File: src/rtl/screen_map.svh
// Register offsets, field positions, encodings and timing figures of the safety screen controller.
// Assumes it is included by bare name from the files that need it.
`ifndef SCREEN_MAP_SVH
`define SCREEN_MAP_SVH

// ***************************************************************
// Register byte addresses
// ***************************************************************
`define ADDR_CTRL       8'h00
`define ADDR_STATUS     8'h04
`define ADDR_IRQ_STATUS 8'h08
`define ADDR_IRQ_MASK   8'h0C

// ***************************************************************
// Field layout and reset values
// ***************************************************************
`define CTRL_W          5
`define CTRL_RESET      5'h00
`define STATUS_PAD_W    25
`define IRQ_W           3
`define IRQ_TRIP        0
`define IRQ_LOCK        1
`define IRQ_RUN         2
`define EDM_OFF         2'h0
`define EDM_ONE         2'h1
`define EDM_TWO         2'h2

// ***************************************************************
// Timing
// ***************************************************************
`define CLK_PERIOD_NS   25
`define EDM_WINDOW_NS   250000

// ***************************************************************
// Seven-segment patterns, segment g in the top bit
// ***************************************************************
`define SEG_CODE1       7'h06
`define SEG_CODE2       7'h5B
`define SEG_ERR         7'h79
`define SEG_EDM         7'h5E
`define SEG_TEST        7'h78

`endif

File: src/rtl/screen_pkg.sv
// Types shared by the safety screen controller and its self-checking bench.
// Assumes nothing of its surroundings.
package screen_pkg;

  typedef struct packed {
    logic        psel;
    logic        penable;
    logic        pwrite;
    logic [7:0]  paddr;
    logic [31:0] pwdata;
  } apb_req_type;

  typedef struct packed {
    logic [31:0] prdata;
    logic        pready;
    logic        pslverr;
  } apb_rsp_type;

  typedef struct packed {
    logic       latch;
    logic [1:0] edm_mode;
    logic       rx_code;
    logic       tx_code;
  } ctrl_type;

  typedef struct packed {
    logic green;
    logic red;
  } bicolor_type;

  typedef enum logic [2:0] {
    ST_SELFTEST,
    ST_WAIT_RESET,
    ST_RUN,
    ST_BLOCKED,
    ST_LOCKOUT
  } rx_state_type;

endpackage : screen_pkg

File: src/rtl/screen_ctrl.sv
// Emitter and receiver control of a two-part optical safety screen, with an APB register slave.
// Assumes synchronous inputs on clk_sys, a synchronous active-high reset and an APB master on the bus.
//
// How it works
// - Trip mode: outputs on after power-up once self-test passed and beam clear.
// - Trip mode: outputs return on by themselves when every interruption has cleared.
// - Latch mode: outputs stay off after power-up until a manual reset.
// - Trip or latch setting decides automatic run entry or waiting for reset.
// - External device check is off, one-channel or two-channel, watching the switched devices.
// - Opening the remote test contact stops emission, acting like a beam interruption.
// - Receiver accepts only a beam whose scan code matches its own.
// - Emitter bi-colour indicator shows power, run, test and lockout.
// - Beam indicator shows strong clear, weak clear, and blocked.
// - Yellow reset indicator shows run mode or waiting for reset.
// - Receiver status indicator shows outputs on, off, and lockout distinctly.
// - Emitter and receiver drive seven-segment codes for errors and configuration.
//
// The register addresses and the APB slave port were chosen for this implementation.
`timescale 1ns/100ps
`include "screen_map.svh"
module screen_ctrl #(
  parameter int EDM_WINDOW_CYCLES = (`EDM_WINDOW_NS + `CLK_PERIOD_NS - 1) / `CLK_PERIOD_NS,
  parameter int FILTER_CYCLES     = 4,
  parameter int BLINK_W           = 22
) (
  input  wire logic                  clk_sys,
  input  wire logic                  rst,
  input  wire screen_pkg::apb_req_type apb_req,
  output screen_pkg::apb_rsp_type    apb_rsp,
  output logic                       irq,
  input  wire logic                  test_contact_closed,
  input  wire logic                  emitter_fault,
  output logic                       emitter_on,
  output logic                       emitter_code,
  output screen_pkg::bicolor_type    emitter_led,
  output logic [6:0]                 emitter_seg,
  input  wire logic                  beam_seen,
  input  wire logic                  beam_code,
  input  wire logic                  beam_strong,
  input  wire logic                  self_test_ok,
  input  wire logic                  manual_reset,
  input  wire logic [1:0]            external_device_check,
  output logic [1:0]                 safety_switching_outputs,
  output screen_pkg::bicolor_type    beam_led,
  output logic                       reset_led,
  output screen_pkg::bicolor_type    status_led,
  output logic [6:0]                 receiver_seg
);

  localparam int EW = $clog2(EDM_WINDOW_CYCLES + 1);

  // ***************************************************************
  // Declarations
  // ***************************************************************
  screen_pkg::ctrl_type      ctrl_reg;
  screen_pkg::ctrl_type      ctrl_next;
  logic [`IRQ_W-1:0]         irq_status_reg;
  logic [`IRQ_W-1:0]         irq_status_next;
  logic [`IRQ_W-1:0]         irq_mask_reg;
  logic [`IRQ_W-1:0]         irq_mask_next;
  logic [31:0]               prdata_reg;
  logic [31:0]               prdata_next;
  logic [31:0]               read_word;
  logic                      mapped;
  logic                      wr_strobe;
  screen_pkg::rx_state_type  state_reg;
  screen_pkg::rx_state_type  state_next;
  logic                      outputs_on_reg;
  logic                      outputs_on_next;
  logic                      lock_edm_reg;
  logic                      lock_edm_next;
  logic                      reset_prev_reg;
  logic [EW-1:0]             edm_cnt_reg;
  logic [EW-1:0]             edm_cnt_next;
  logic [BLINK_W-1:0]        blink_reg;
  logic                      reset_press;
  logic                      edm_mismatch;
  logic                      edm_fault;
  logic                      beam_clear;
  logic                      signal_strong;
  logic [`IRQ_W-1:0]         events;
  logic                      blink;
  logic                      tx_on_reg;
  logic                      tx_on_next;
  screen_pkg::bicolor_type   tx_led_next;
  screen_pkg::bicolor_type   beam_led_next;
  screen_pkg::bicolor_type   status_led_next;
  logic                      reset_led_next;
  logic [6:0]                tx_seg_next;
  logic [6:0]                rx_seg_next;

  // ***************************************************************
  // APB slave, zero wait states
  // ***************************************************************
  assign wr_strobe = apb_req.psel && apb_req.penable && apb_req.pwrite;

  always_comb begin
    mapped    = 1'b1;
    read_word = '0;
    case (apb_req.paddr)
      `ADDR_CTRL:       read_word = {{(32-`CTRL_W){1'b0}}, ctrl_reg};
      `ADDR_STATUS:     read_word = {{`STATUS_PAD_W{1'b0}}, tx_on_reg, signal_strong, beam_clear,
                                     outputs_on_reg, state_reg};
      `ADDR_IRQ_STATUS: read_word = {{(32-`IRQ_W){1'b0}}, irq_status_reg};
      `ADDR_IRQ_MASK:   read_word = {{(32-`IRQ_W){1'b0}}, irq_mask_reg};
      default:          mapped    = 1'b0;
    endcase
  end

  // Read data is captured in the setup cycle so that it comes from a flip-flop in the access cycle.
  always_comb begin
    ctrl_next     = ctrl_reg;
    irq_mask_next = irq_mask_reg;
    prdata_next   = prdata_reg;
    if (apb_req.psel && !apb_req.penable) begin
      prdata_next = read_word;
    end
    if (wr_strobe && apb_req.paddr == `ADDR_CTRL) begin
      ctrl_next = screen_pkg::ctrl_type'(apb_req.pwdata[`CTRL_W-1:0]);
    end
    if (wr_strobe && apb_req.paddr == `ADDR_IRQ_MASK) begin
      irq_mask_next = apb_req.pwdata[`IRQ_W-1:0];
    end
    // A new event wins over a write-one-to-clear in the same cycle.
    irq_status_next = irq_status_reg;
    if (wr_strobe && apb_req.paddr == `ADDR_IRQ_STATUS) begin
      irq_status_next = irq_status_reg & ~apb_req.pwdata[`IRQ_W-1:0];
    end
    irq_status_next = irq_status_next | events;
  end

  always_ff @(posedge clk_sys) begin
    if (rst) begin
      ctrl_reg       <= screen_pkg::ctrl_type'(`CTRL_RESET);
      irq_status_reg <= '0;
      irq_mask_reg   <= '0;
      prdata_reg     <= '0;
    end else begin
      ctrl_reg       <= ctrl_next;
      irq_status_reg <= irq_status_next;
      irq_mask_reg   <= irq_mask_next;
      prdata_reg     <= prdata_next;
    end
  end

  assign apb_rsp.prdata  = prdata_reg;
  assign apb_rsp.pready  = 1'b1;
  assign apb_rsp.pslverr = apb_req.psel && apb_req.penable && !mapped;
  assign irq             = |(irq_status_reg & irq_mask_reg);

  // ***************************************************************
  // Beam qualification and external device check
  // ***************************************************************
  beam_qualifier #(
    .FILTER_CYCLES (FILTER_CYCLES)
  ) u_beam (
    .clk_sys       (clk_sys),
    .rst           (rst),
    .beam_seen     (beam_seen),
    .beam_code     (beam_code),
    .expect_code   (ctrl_reg.rx_code),
    .beam_strong   (beam_strong),
    .beam_clear    (beam_clear),
    .signal_strong (signal_strong)
  );

  // A de-energised device closes its feedback contact, so feedback must read the inverse of the outputs.
  always_comb begin
    case (ctrl_reg.edm_mode)
      `EDM_ONE: edm_mismatch = external_device_check[0] == outputs_on_reg;
      `EDM_TWO: edm_mismatch = |(external_device_check ^ {2{~outputs_on_reg}});
      default:  edm_mismatch = 1'b0;
    endcase
    edm_cnt_next = '0;
    if (edm_mismatch) begin
      edm_cnt_next = edm_fault ? edm_cnt_reg : edm_cnt_reg + EW'(1);
    end
  end

  assign edm_fault   = (edm_cnt_reg == EW'(EDM_WINDOW_CYCLES));
  assign reset_press = manual_reset && !reset_prev_reg;

  // ***************************************************************
  // Receiver run state
  // ***************************************************************
  always_comb begin
    state_next    = state_reg;
    lock_edm_next = lock_edm_reg;
    case (state_reg)
      screen_pkg::ST_SELFTEST: begin
        if (self_test_ok && beam_clear) begin
          state_next = ctrl_reg.latch ? screen_pkg::ST_WAIT_RESET : screen_pkg::ST_RUN;
        end
      end
      screen_pkg::ST_WAIT_RESET: begin
        if (beam_clear && reset_press) begin
          state_next = screen_pkg::ST_RUN;
        end
      end
      screen_pkg::ST_RUN: begin
        if (!beam_clear) begin
          state_next = ctrl_reg.latch ? screen_pkg::ST_WAIT_RESET : screen_pkg::ST_BLOCKED;
        end
      end
      screen_pkg::ST_BLOCKED: begin
        if (ctrl_reg.latch) begin
          state_next = screen_pkg::ST_WAIT_RESET;
        end else if (beam_clear) begin
          state_next = screen_pkg::ST_RUN;
        end
      end
      screen_pkg::ST_LOCKOUT: begin
        if (reset_press && self_test_ok && !edm_mismatch) begin
          state_next = screen_pkg::ST_SELFTEST;
        end
      end
      default: state_next = screen_pkg::ST_SELFTEST;
    endcase
    // Faults override every other move.
    if (state_reg != screen_pkg::ST_LOCKOUT &&
        (edm_fault || (!self_test_ok && state_reg != screen_pkg::ST_SELFTEST))) begin
      state_next    = screen_pkg::ST_LOCKOUT;
      lock_edm_next = edm_fault;
    end
    outputs_on_next = (state_next == screen_pkg::ST_RUN);
    events = '0;
    events[`IRQ_TRIP] = outputs_on_reg && !outputs_on_next;
    events[`IRQ_LOCK] = state_reg != screen_pkg::ST_LOCKOUT && state_next == screen_pkg::ST_LOCKOUT;
    events[`IRQ_RUN]  = !outputs_on_reg && outputs_on_next;
  end

  always_ff @(posedge clk_sys) begin
    if (rst) begin
      state_reg      <= screen_pkg::ST_SELFTEST;
      outputs_on_reg <= 1'b0;
      lock_edm_reg   <= 1'b0;
      reset_prev_reg <= 1'b0;
      edm_cnt_reg    <= '0;
    end else begin
      state_reg      <= state_next;
      outputs_on_reg <= outputs_on_next;
      lock_edm_reg   <= lock_edm_next;
      reset_prev_reg <= manual_reset;
      edm_cnt_reg    <= edm_cnt_next;
    end
  end

  assign safety_switching_outputs = {2{outputs_on_reg}};

  // ***************************************************************
  // Emitter drive and indicators
  // ***************************************************************
  assign blink = blink_reg[BLINK_W-1];

  always_comb begin
    tx_on_next = test_contact_closed && !emitter_fault;
    tx_led_next.green = !emitter_fault && test_contact_closed;
    tx_led_next.red   = emitter_fault ? blink : !test_contact_closed;
    tx_seg_next = ctrl_reg.tx_code ? `SEG_CODE2 : `SEG_CODE1;
    if (emitter_fault) begin
      tx_seg_next = `SEG_ERR;
    end else if (!test_contact_closed) begin
      tx_seg_next = `SEG_TEST;
    end
    beam_led_next.green = beam_clear && (signal_strong || blink);
    beam_led_next.red   = !beam_clear;
    reset_led_next = (state_reg == screen_pkg::ST_RUN) ||
                     (state_reg == screen_pkg::ST_WAIT_RESET && blink);
    status_led_next.green = outputs_on_reg;
    status_led_next.red   = (state_reg == screen_pkg::ST_LOCKOUT) ? blink : !outputs_on_reg;
    rx_seg_next = ctrl_reg.rx_code ? `SEG_CODE2 : `SEG_CODE1;
    if (state_reg == screen_pkg::ST_LOCKOUT) begin
      rx_seg_next = lock_edm_reg ? `SEG_EDM : `SEG_ERR;
    end
  end

  always_ff @(posedge clk_sys) begin
    if (rst) begin
      blink_reg    <= '0;
      tx_on_reg    <= 1'b0;
      emitter_code <= 1'b0;
      emitter_led  <= '0;
      emitter_seg  <= '0;
      beam_led     <= '0;
      reset_led    <= 1'b0;
      status_led   <= '0;
      receiver_seg <= '0;
    end else begin
      blink_reg    <= blink_reg + BLINK_W'(1);
      tx_on_reg    <= tx_on_next;
      emitter_code <= ctrl_reg.tx_code;
      emitter_led  <= tx_led_next;
      emitter_seg  <= tx_seg_next;
      beam_led     <= beam_led_next;
      reset_led    <= reset_led_next;
      status_led   <= status_led_next;
      receiver_seg <= rx_seg_next;
    end
  end

  assign emitter_on = tx_on_reg;
endmodule : screen_ctrl

File: src/rtl/beam_qualifier.sv
// Beam qualifier: accepts the received beam only with a matching scan code, held for a run of samples.
// Assumes the optical front end delivers beam_seen, beam_code and beam_strong synchronous to clk_sys.
`timescale 1ns/100ps
module beam_qualifier #(
  parameter int FILTER_CYCLES = 4
) (
  input  wire logic clk_sys,
  input  wire logic rst,
  input  wire logic beam_seen,
  input  wire logic beam_code,
  input  wire logic expect_code,
  input  wire logic beam_strong,
  output logic      beam_clear,
  output logic      signal_strong
);

  localparam int CW = $clog2(FILTER_CYCLES + 1);

  logic [CW-1:0] run_reg;
  logic [CW-1:0] run_next;
  logic          clear_reg;
  logic          clear_next;
  logic          strong_reg;
  logic          strong_next;
  logic          good;

  // A beam with a foreign scan code counts as no beam at all.
  assign good = beam_seen && (beam_code == expect_code);

  // Loss drops the clear flag at once; only the return is filtered, so a glitch never shortens a stop.
  always_comb begin
    run_next    = '0;
    clear_next  = 1'b0;
    strong_next = 1'b0;
    if (good) begin
      run_next = (run_reg == CW'(FILTER_CYCLES)) ? run_reg : run_reg + CW'(1);
      clear_next  = (run_next == CW'(FILTER_CYCLES));
      strong_next = clear_next && beam_strong;
    end
  end

  always_ff @(posedge clk_sys) begin
    if (rst) begin
      run_reg    <= '0;
      clear_reg  <= 1'b0;
      strong_reg <= 1'b0;
    end else begin
      run_reg    <= run_next;
      clear_reg  <= clear_next;
      strong_reg <= strong_next;
    end
  end

  assign beam_clear    = clear_reg;
  assign signal_strong = strong_reg;

endmodule : beam_qualifier

File: config.mk
export PLATFORM = sky130hd
export DESIGN_NAME = screen_ctrl
export DESIGN_NICKNAME = d
export VERILOG_FILES = /design/src/rtl/screen_pkg.sv /design/src/rtl/screen_ctrl.sv /design/src/rtl/beam_qualifier.sv
export VERILOG_INCLUDE_DIRS = /design/src /design/src/rtl
export SDC_FILE = /design/constraint.sdc
export NUM_CORES = 1
export LEC_CHECK = 0
export BUFFER_PORTS_ARGS = -buffer_cell sky130_fd_sc_hd__buf_2
export CORE_MARGIN = 3
export CORE_UTILIZATION = 48
export CTS_BUF_LIST = sky130_fd_sc_hd__clkbuf_4
export DETAILED_ROUTE_END_ITERATION = 10
export GPL_TIMING_DRIVEN = 0
export PLACE_DENSITY = 0.78
export SYNTH_ARGS = -nofsm -noshare
export SYNTH_HDL_FRONTEND = slang
export SYNTH_SLANG_ARGS = --single-unit
File: constraint.sdc
create_clock -name clk_sys -period 2 [get_ports clk_sys]
set_input_delay 0.3 -clock clk_sys [delete_from_list [all_inputs] [get_ports clk_sys]]
set_output_delay 0.3 -clock clk_sys [all_outputs]
set_load 0.01 [all_outputs]
==> Word level (Yosys, flattened, before mapping) <==
Index checks and enable logic that the tools add are counted.
{ "totals": {"latch_bits": 0, "inputBits": 54, "wordCells": 123, "rom_bits": 0, "mem_count": 0, "ramBits": 0, "register_bits": 112, "out_inout_bits": 60} }
{ "op_classes": {"div": 0, "n_reduce_logical": 44, "mux": 23, "bitwise_logic": 9, "mul": 0, "n_eq_ne": 17, "n_addsub": 3, "shift": 0, "order_cmp": 0} }
{ "op_table": {"columns": ["cell", "count"], "rows": [
  ["$mux 7", 5],
  ["$pmux 7 s4", 1],
  ["$mux 3", 9],
  ["$add 22x1->22 const B", 1],
  ["$logic_and 1x1->1", 22],
  ["$eq 8x4->1 const B", 2],
  ["$pmux 3 s5", 1],
  ["$add 14x1->14 const B", 1],
  ["$eq 14x14->1 const B", 1],
  ["$eq 3x3->1 const B", 4],
  ["$logic_not 1->1", 10],
  ["$eq 3x2->1 const B", 3],
  ["$eq 8x3->1 const B", 1],
  ["$logic_not 8->1", 1],
  ["$and 3x3->3", 2],
  ["$mux 6", 1],
  ["$reduce_or 2->1", 3],
  ["$reduce_or 3->1", 2],
  ["$mux 2", 2],
  ["$not 1->1", 4],
  ["$reduce_or 4->1", 1],
  ["$add 3x1->3 const B", 1],
  ["$eq 3x1->1 const B", 1],
  ["$logic_not 3->1", 1],
  ["other kinds (11)", 16]
]} }

==> Depth between registers and ports, before layout <==
Gate-level depths: netlist (run 1).
{ "depth": {"ltp_word": 13, "mapped_depth": 8, "ltp_nobuf": 7} }

==> Modules after synthesis <==
From an unflattened synthesis (run 1), not the netlist that was laid out.
{ "unflattened": {"cells_unflattened": 411, "area_unflattened_um2": 3826.2} }
{ "modules_own_cells": {"columns": ["module", "seq_area_each_um2", "area_each_um2", "n_inst", "cells_each"], "rows": [
  ["screen_ctrl", 1561.5, 3597.2, 1, 391],
  ["beam_qualifier", 100.1, 229.0, 1, 20]
]} }

==> Least setup slack after synthesis (run 1) <==
Ideal clock, no wire load.
{ "synth_timing": {"path_kind": "register -> register", "from": "register edm_cnt_reg[0]", "to": "register irq_status_reg[2]", "period_less_slack_ns": 2.106, "path_stages_with_launch": 8, "setup_time_ns": 0.116, "n_path_buf": 1, "t_arrival_ns": 1.991, "slack_ns": -0.106, "required_ns": 1.884, "path_cell_list": "dfxtp_1 > inv_1 > ha_1 > or4bb_1 > or4_1 > buf_2 > a22o_1 > a31o_1"} }
{ "synth_via": {"elab_chain_cells": 7} }
{ "synth_lines": {"columns": ["item", "line_no", "text"], "rows": [
  ["start: declaration", "screen_ctrl.sv:73", "logic [EW-1:0] edm_cnt_reg;"],
  ["start signal: assignment", "screen_ctrl.sv:244", "edm_cnt_reg <= edm_cnt_next;"],
  ["$eq 14x14->1", "screen_ctrl.sv:180", "assign edm_fault = (edm_cnt_reg == EW'(EDM_WINDOW_CYCLES));"],
  ["$logic_or 1x1->1", "screen_ctrl.sv:221", "(edm_fault || (!self_test_ok && state_reg != screen_pkg::ST_SELFTEST))) begin"],
  ["$logic_and 1x1->1", "screen_ctrl.sv:220", "if (state_reg != screen_pkg::ST_LOCKOUT &&"],
  ["$mux 3", "screen_ctrl.sv:220", null],
  ["$eq 3x2->1", "screen_ctrl.sv:225", "outputs_on_next = (state_next == screen_pkg::ST_RUN);"],
  ["$logic_and 1x1->1", "screen_ctrl.sv:229", "events[`IRQ_RUN] = !outputs_on_reg && outputs_on_next;"],
  ["$or 3x3->3", "screen_ctrl.sv:129", "irq_status_next = irq_status_next | events;"],
  ["end signal: assignment", "screen_ctrl.sv:140", "irq_status_reg <= irq_status_next;"],
  ["end: declaration", "screen_ctrl.sv:57", "logic [`IRQ_W-1:0] irq_status_reg;"]
]} }
No other way between the ends.
A chain may end at the register's enable or synchronous reset.

==> Worst setup path after layout (run 1) <==
{ "layout_timing": {"from": "register edm_cnt_reg[6]", "to": "register state_reg[0]"} }
{ "layout_via": {"elab_chain_cells": 4} }
{ "layout_lines": {"columns": ["item", "line_no", "text"], "rows": [
  ["$eq 14x14->1", "screen_ctrl.sv:180", null],
  ["$logic_or 1x1->1", "screen_ctrl.sv:221", null],
  ["$logic_and 1x1->1", "screen_ctrl.sv:220", null],
  ["$mux 3", "screen_ctrl.sv:220", null],
  ["end signal: assignment", "screen_ctrl.sv:234", "state_reg <= screen_pkg::ST_SELFTEST;"],
  ["end signal: assignment", "screen_ctrl.sv:240", "state_reg <= state_next;"],
  ["end: declaration", "screen_ctrl.sv:66", "screen_pkg::rx_state_type state_reg;"]
]} }
No other way between the ends.

==> results of run 1 <==
logic make-up (layout without fill, tap and decap cells):
group           Yosys count  count (layout)  share of synthesized area (%)
flops                    83              83                           44.6
other cells               2              26                          0.202
mux                      10              10                           3.76
compound gates           51              51                           8.87
fa+ha+maj                 7               7                           2.35
buf+inv                  59             140                           9.31
xor+xnor                 31              31                           7.29
simple gates            176             176                           23.6
how the worst max path moves through the flow:
stage	slack, ns	start	cells after the start	endpoint
2_1_floorplan	0.007	edm_cnt_reg[6]	6	state_reg[0]
6_report	0.05	edm_cnt_reg[6]	5	state_reg[0]
3_5_place_dp	-0.07	edm_cnt_reg[6]	6	state_reg[0]
4_1_cts	-0.005	edm_cnt_reg[5]	5	state_reg[0]
5_1_grt	-0.02	edm_cnt_reg[6]	5	state_reg[0]
3_3_place_gp	-0.07	edm_cnt_reg[6]	6	state_reg[0]
critical path, stage by stage (launching register included):
cell                       delay, ns
sky130_fd_sc_hd__dfxtp_2        0.35
sky130_fd_sc_hd__or4_4          0.52
sky130_fd_sc_hd__or4_4          0.56
sky130_fd_sc_hd__nand2b_4       0.16
sky130_fd_sc_hd__o21a_1         0.12
sky130_fd_sc_hd__and3_1         0.16
layout make-up:
type | instances | area (um2)
fillers | 660 | 2910
multi-input cells | 301 | 1840
flip-flops and latches | 83 | 1670
repair buffers | 66 | 360
plain buffers | 44 | 290
well taps | 99 | 124
clock buffers | 9 | 67.6
clock inverters | 7 | 53.8
inverters | 14 | 52.6
timing repair:
item                                    in CTS  in global routing
hold buffers                                 0                  0
buffers inserted                             4                  3
pin swaps                                    0                  3
endpoints found under the setup margin       3                 13
resized for setup                            4                  6
report_power, final:
group	internal [mW]	switching, mW	total (mW)
combinational	0.0902	0.107	0.198
clock	0.261	0.592	0.853
sequential	1.67	0.0109	1.68
stage by stage:
step | setup slack (ns) | cells | cell area [um2] | total power, mW | util [%]
2_1_floorplan | 0.00671 | 443 | 3830 | 1.85 | -
4_1_cts | -0.00504 | 620 | 4400 | 2.76 | 59.7
5_1_grt | -0.0192 | 623 | 4460 | 2.85 | 60.5
3_5_place_dp | -0.0736 | 601 | 4250 | 1.92 | 57.6
3_3_place_gp | -0.0669 | 601 | 4250 | 1.91 | 57.6
6_report | 0.0453 | 623 | 4460 | 2.73 | 60.5
metal layers:
layer,track usage (%),up-vias,part of all wire (%)
met5,0,-,0.088
met4,8.18,2,2.5
met3,3.69,17,6.4
met2,31.0,100,48
met1,21.0,1454,43
li1,-,1566,-
placed cells by master, fill, tap and decap left out, types with 4 or more instances in the layout:
cell,count
sky130_fd_sc_hd__nor3_1,13
sky130_fd_sc_hd__nor2b_1,8
sky130_fd_sc_hd__and3_1,6
sky130_fd_sc_hd__conb_1,26
sky130_fd_sc_hd__clkbuf_4,9
sky130_fd_sc_hd__dfxtp_1,79
sky130_fd_sc_hd__ha_1,6
sky130_fd_sc_hd__nand4_1,7
sky130_fd_sc_hd__buf_2,59
sky130_fd_sc_hd__xor2_1,18
sky130_fd_sc_hd__and4_1,4
sky130_fd_sc_hd__clkbuf_1,7
sky130_fd_sc_hd__xnor2_1,13
sky130_fd_sc_hd__nor2_1,67
sky130_fd_sc_hd__nand3_1,13
sky130_fd_sc_hd__o21ai_0,12
sky130_fd_sc_hd__nand2_1,26
sky130_fd_sc_hd__inv_1,12
sky130_fd_sc_hd__mux2i_1,5
sky130_fd_sc_hd__buf_4,39
sky130_fd_sc_hd__a22oi_1,5
sky130_fd_sc_hd__nand2b_1,4
sky130_fd_sc_hd__a21oi_1,17
sky130_fd_sc_hd__or3_1,5
==> impl_metrics.ini, run 1 <==
[route]
via_per_inst = 5.04
routedWlPerCell_um = 12.8
drt_pass1_iterations = 4
detail_route.iter0.violations = 153
ant_nets = 0
drc_violation_count_after_routing = 0
detailed_route_wl_mm = 7.98
vias = 3139

[yosys]
synth_edf_count = 0
sequential_to_total_area_share_from_yosys_stat_pct = 44.6
synth.most_common_cell = sky130_fd_sc_hd__dfxtp_1
postSynthRegisterBits = 83
synthesis.area_mm2 = 0.00372
netlist_instances = 419
synth_top_area_share_pct = 44.6
synth_area_leader_cell = sky130_fd_sc_hd__dfxtp_1
ys_top_cells_by_area = sky130_fd_sc_hd__dfxtp_1 (45%), sky130_fd_sc_hd__nor2_1 (6.8%), sky130_fd_sc_hd__buf_4 (6.7%)
synth-main-ff-cell = sky130_fd_sc_hd__dfxtp_1
synth.cells.most_frequent = sky130_fd_sc_hd__dfxtp_1 (83), sky130_fd_sc_hd__nor2_1 (67), sky130_fd_sc_hd__buf_4 (33)
yosys_synthesis_warning_count = 0
synth-async-reset-ratio_pct = 0
number_of_unique_standard_cell_types_used_by_synthesis = 52
post_synth.cell_area_avg_um2 = 8.89

[timing]
fmax_mhz = 512
timing.slew.headroom_pct = 65.8
tightestPinTransition_ns = 0.510
rsz0062_at_grt = true
fin_hold_ws_ns = 0.0668
final_hold_viol_count = 0
timing.clock.skew_ns = 0.0185
period_minus_slack_ns = 1.95
fin_setup_tns_ns = 0
timing.final.crit_share_pct = 97.7
setup_violations = 0
finalMaxSlewViolations = 0

[global_routing]
grt.overflow.total = 0
grt_pass1_vias = 2817
antenna_violations_before_repair = 1
grtUsageTotal_pct = 17.9
grt_pass1_wl_mm = 12.4
grt_max_degree = 16

[cells_and_area]
syn_to_final_growth_pct = 19.7
nNetsFinal = 580
share_of_final_layout_standard_cells_stronger_than_drive_strength_1_pct = 26.5
largest_register_ffs = 22
antenna-diode-count = 0

[cts]
ctsLongestPathBuffers = 2
root_buffer = sky130_fd_sc_hd__clkbuf_4
worstSkewPairLatency_ns = 0.43
tritoncts = yes
cts_max_level = 3
cts_num_sinks = 83
clk_pin_slew_worst_paths_ns = 0.13
cts_buffer_count = 9

[critical_path]
setup.worst_path.start_class = flip-flop
ff2ff_setup_slack_ns = 0.05
critical_path_required_time_ns = 2.33
worst_r2r_path_depth = 5
data_arrival_time_of_the_worst_path_ns = 2.29
regToRegEndpoint = state_reg[0]
critical_path_peak_fanout = 3
r2r_start = edm_cnt_reg[6]
worst-setup-path-type = reg2reg
worstSetupEndpointType = flip-flop

[die]
vert_die_dim_um = 94.1
fp.coreArea_mm2 = 0.00737
die-area_mm2 = 0.00885
io-pin-count = 114
start_util_pct = 50.5
die_width_um = 94.1
rows = 31

[power]
irDropWorstVdd_mv = 0.308
power.density_mw_per_mm2 = 613
power.static_leakage_nw = 1.88

[outcome]
run_status = finished, final reports clean

[placement]
dp_hpwl_mm = 6.03
numPortBuffers = 59
place_congestion = 0.802

[min_path]
min_path_cells = 2
timing.hold.worst_endpoint = u_beam.signal_strong
type_of_the_tightest_min_delay_check = in2reg
min_from = beam_strong

[flow_run]
max_cap_viol_count = 0
(Power assumes the default switching activity.)
==> run 2: changes to the inputs <==
GPL_TIMING_DRIVEN = default   (was 0)
PLACE_DENSITY = 0.85   (was 0.78)
==> impl_metrics.ini, run 2 (synthesized netlist as in run 1, its figures left out) <==
[outcome]
run_status = finished, final reports clean

[die]
start_util_pct = 50.5
fp.coreArea_mm2 = 0.00737
die_width_um = 94.1
vert_die_dim_um = 94.1
io-pin-count = 114
die-area_mm2 = 0.00885
rows = 31

[route]
drt_pass1_iterations = 4
ant_nets = 0
detailed_routing_wirelength_on_met1_mm = 3.29
detailed_route_wl_mm = 7.78
vias = 2992
routedWlPerCell_um = 13.3
dr_wl_met2_mm = 3.76
routed.top_layer = met5
drc_violation_count_after_routing = 0
detail_route.iter0.violations = 181
met3_wirelength_um = 543
via_per_inst = 5.11

[cts]
cts_max_level = 3
tritoncts = yes
worstSkewPairLatency_ns = 0.44
post-cts-setup-buffers = 0
cts_buffer_count = 9
ctsLongestPathBuffers = 2
cts_num_sinks = 83
holdBufCountCts = 0
clk_pin_slew_worst_paths_ns = 0.14
root_buffer = sky130_fd_sc_hd__clkbuf_4

[timing]
setup_violations = 0
fin_hold_ws_ns = 0.0449
fmax_mhz = 508
period_minus_slack_ns = 1.97
tightestPinTransition_ns = 0.531
timing.slew.headroom_pct = 64.6
finalMaxSlewViolations = 0
timing.final.crit_share_pct = 98.5
timing.clock.skew_ns = 0.0141
final_hold_viol_count = 0
rsz0062_at_grt = true

[power]
irDropWorstVdd_mv = 0.341
power.density_mw_per_mm2 = 667
power.static_leakage_nw = 1.73
power_mw = 2.81

[cells_and_area]
mostFrequentLayoutCell = sky130_fd_sc_hd__dfxtp_1
largest_register_ffs = 22
n_fill_cell = 612
syn_to_final_growth_pct = 13.1
antenna-diode-count = 0
layout_common_cells = sky130_fd_sc_hd__dfxtp_1 (80), sky130_fd_sc_hd__nor2_1 (67), sky130_fd_sc_hd__buf_2 (60), sky130_fd_sc_hd__nand2_1 (27), sky130_fd_sc_hd__conb_1 (26)
nNetsFinal = 542
layout.core_utilization_pct = 57.1
share_of_final_layout_standard_cells_stronger_than_drive_strength_1_pct = 22.6

[placement]
numPortBuffers = 60
dp_hpwl_mm = 5.78
place_congestion = 0.813

[critical_path]
ff2ff_setup_slack_ns = 0.03
data_arrival_time_of_the_worst_path_ns = 2.32
critical_path_required_time_ns = 2.35
critical_path_peak_fanout = 4
worst-setup-path-type = reg2reg
setup.worst_path.start_class = flip-flop
critPathMostFrequentCell = sky130_fd_sc_hd__or4_4
cp_cell_sequence = or4_4 -> or4_4 -> nand2b_4 -> o21a_1 -> and3_1
path_buf_inv = 0
cpPeakStageDelay_ns = 0.57
worstSetupEndpointType = flip-flop
critPathTopFamily = simple AND/OR/NAND/NOR gates
worst_path_max_delay_cell = sky130_fd_sc_hd__or4_4

[global_routing]
antenna_violations_before_repair = 1
grt_max_degree = 32
grtUsageTotal_pct = 18.1
grt_pass1_vias = 2846
grt_pass1_wl_mm = 12.7
grt.overflow.total = 0

[flow_run]
max_cap_viol_count = 0

[min_path]
type_of_the_tightest_min_delay_check = in2reg
[run 2: cell count changes in the layout (fill, tap and decap cells not counted), sizes merged]
cell	delta
clkbuf	-8
bufinv	+1
buf	-30
clkinvlp	-1
[run 2: final cells by class]
| class | instances | area (um2) | area share [%] |
|---|---|---|---|
| clock buffer | 9 | 67.6 | 1.60 |
| sequential | 83 | 1670 | 39.6 |
| clock inverter | 7 | 76.3 | 1.81 |
| inverter | 14 | 52.6 | 1.25 |
| timing repair buffer | 72 | 390 | 9.27 |
| multi-input combinational | 301 | 1830 | 43.5 |
| tap | 99 | 124 | 2.94 |
[run 2: per-layer routing]
layer  global-route usage (%)  up-vias
met3                     3.61       18
met2                     30.8       98
met5                        0        -
li1                         -     1492
met4                     10.1        2
met1                     21.3     1382
[run 2: where the power goes]
part | switching, mW | internal [mW] | leakage, nW
logic | 0.0968 | 0.0533 | 0.986
clock network | 0.589 | 0.387 | 0.0741
registers | 0.0113 | 1.67 | 0.674
total | 0.697 | 2.11 | 1.73
[run 2: final timing paths]
check | start | end | cells after the start
setup reg to reg | edm_cnt_reg[7] | state_reg[0] | 5
setup / recovery | edm_cnt_reg[7] | state_reg[0] | 5
hold reg to reg | blink_reg[0] | blink_reg[0] | 1
hold / removal | beam_strong | u_beam.signal_strong | 2
[run 2: through the flow]
stage | setup WS [ns] | TNS (ns) | area (um2) | std cells
after detailed placement | -0.0210 | -0.0284 | 4040 | 569
after global placement | 0.00536 | 0 | 4040 | 569
after CTS | 0.0315 | 0 | 4190 | 585
after floorplan | 0.00671 | 0 | 3830 | 443
final | 0.0303 | 0 | 4210 | 585
after global routing | -0.0199 | -0.0203 | 4210 | 585
[run 2: timing repair]
| action | 4_1_cts | 5_1_grt |
|---|---|---|
| gates resized for setup | 1 | 5 |
| pin swaps | 0 | 1 |
| endpoints found under the setup margin | 2 | 4 |
==> run 3: changes to the inputs <==
BUFFER_PORTS_ARGS = default   (was -buffer_cell sky130_fd_sc_hd__buf_2)
CORE_UTILIZATION = 55   (was 48)
DONT_BUFFER_PORTS = 1   (was default)
PLACE_DENSITY = 0.8   (was 0.85)
==> impl_metrics.ini, run 3 (synthesized netlist as in run 1, its figures left out) <==
[critical_path]
ff2ff_setup_slack_ns = 0.01
critical_path_required_time_ns = 2.32
crit_path_start = edm_cnt_reg[5]
data_arrival_time_of_the_worst_path_ns = 2.31
critical_path_peak_fanout = 3
critical_path.endpoint = state_reg[0]
setup.worst_path.start_class = flip-flop
worst_r2r_path_depth = 5
worst-setup-path-type = reg2reg
r2r_start = edm_cnt_reg[5]
worstSetupEndpointType = flip-flop
regToRegEndpoint = state_reg[0]

[timing]
timing.final.crit_share_pct = 99.4
setup_violations = 0
fmax_mhz = 503
timing.clock.skew_ns = 0.0225
timing.slew.headroom_pct = 66.6
finalMaxSlewViolations = 0
final_hold_viol_count = 0
rsz0062_at_grt = true
fin_setup_tns_ns = 0
tightestPinTransition_ns = 0.497
period_minus_slack_ns = 1.99

[cts]
post-cts-setup-buffers = 0
worstSkewPairLatency_ns = 0.43
cts_buffer_count = 9
clk_pin_slew_worst_paths_ns = 0.14
tritoncts = yes
cts_num_sinks = 83
ctsLongestPathBuffers = 2
cts_max_level = 3
root_buffer = sky130_fd_sc_hd__clkbuf_4

[die]
vert_die_dim_um = 88.3
die_width_um = 88.3
start_util_pct = 57.7
io-pin-count = 114
die-area_mm2 = 0.00779
fp.coreArea_mm2 = 0.00646
rows = 29

[global_routing]
grtUsageTotal_pct = 19.3
grt.overflow.total = 0
grt_pass1_vias = 2606
grt_pass1_wl_mm = 11.8
antenna_violations_before_repair = 0
grt_max_degree = 57

[power]
power.static_leakage_nw = 1.47
switching_share_pct = 25.5
logic_pwr_share_pct = 3.8
net-switching-power_mw = 0.680
power.density_mw_per_mm2 = 676
internal_power_mw = 1.99
irDropWorstVdd_mv = 0.314
power.share.clock_pct = 32.8
power_mw = 2.67
power.sequential.fraction_pct = 63.4

[route]
routedWlPerCell_um = 14.7
detail_route.iter0.violations = 164
drt_pass1_iterations = 4
vias = 2858
drc_violation_count_after_routing = 0
via_per_inst = 5.60
detailed_route_wl_mm = 7.49
ant_nets = 0

[cells_and_area]
share_of_final_layout_standard_cells_stronger_than_drive_strength_1_pct = 11.3
nNetsFinal = 489
antenna-diode-count = 0
largest_register_ffs = 22
mostFrequentLayoutCell = sky130_fd_sc_hd__dfxtp_1
layout_common_cells = sky130_fd_sc_hd__dfxtp_1 (80), sky130_fd_sc_hd__nor2_1 (67), sky130_fd_sc_hd__nand2_1 (27), sky130_fd_sc_hd__conb_1 (26), sky130_fd_sc_hd__xor2_1 (18)
syn_to_final_growth_pct = 5.95
final-instance-count-excl-fill = 510

[flow_run]
max_cap_viol_count = 0

[placement]
dp.cells = 486
numPortBuffers = 0
place_congestion = 0.833
dp_hpwl_mm = 5.21

[min_path]
min_from = apb_req[3]
type_of_the_tightest_min_delay_check = in2reg

[outcome]
run_status = finished, final reports clean
==> run 3: metal layers <==
layer,wire [um],vias up,track usage (%)
met3,512,22,4.19
met2,3740,119,34.1
met5,0,-,0
li1,-,1390,-
met4,197,0,8.65
met1,3050,1327,22.5
==> run 3: critical path, cell delays in order (launching register included) <==
cell and delay (ns):
sky130_fd_sc_hd__dfxtp_2 0.34, sky130_fd_sc_hd__or4_4 0.53, sky130_fd_sc_hd__or4_4 0.57, sky130_fd_sc_hd__nand2b_4 0.17
sky130_fd_sc_hd__o21a_1 0.12, sky130_fd_sc_hd__and3_1 0.18
==> run 3: how the worst min path moves through the flow <==
| stage | end | depth (start not counted) |
|---|---|---|
| 2_1_floorplan | emitter_code | 1 |
| 3_3_place_gp | beam_led[0] | 1 |
| 3_5_place_dp | beam_led[0] | 1 |
| 4_1_cts | ctrl_reg[3] | 2 |
| 5_1_grt | ctrl_reg[3] | 2 |
| 6_report | ctrl_reg[3] | 2 |
==> run 3: what timing repair did <==
| item | 4_1_cts | 5_1_grt |
|---|---|---|
| hold endpoints to repair | 58 | 0 |
| setup endpoints to repair | 3 | 10 |
| gates cloned | 0 | 0 |
| gates resized for setup | 1 | 5 |
| hold buffers | 8 | 0 |
==> run 3: area by class of cell <==
type                       count  area (um2)
sequential                    83        1670
tap                           77        96.3
multi-input combinational    301        1830
timing repair buffer          19         176
inverter                      14        52.6
clock buffer                  10        75.1
clock inverter                 6        48.8
fill                         541        2510
==> run 3: per-stage QoR <==
stage	setup WS (ns)	hold WS (ns)	cell area [um2]	util, %
2_1_floorplan	0.00671	0.379	3830	-
3_3_place_gp	0.00149	0.375	3710	57.4
3_5_place_dp	-0.0352	0.378	3710	57.4
4_1_cts	0.00756	0.000340	3920	60.8
5_1_grt	-0.0268	0.00445	3950	61.1
6_report	0.0111	0.0120	3950	61.1
==> run 3: power by group through the flow <==
stage               Combinational (mW)  Clock, mW  Sequential (mW)
floorplan                        0.123          0             1.72
finish                           0.101      0.874             1.69
CTS                             0.0993      0.882             1.69
detailed placement              0.0665          0             1.73
global placement                0.0653          0             1.73
global route                     0.114      0.971             1.70
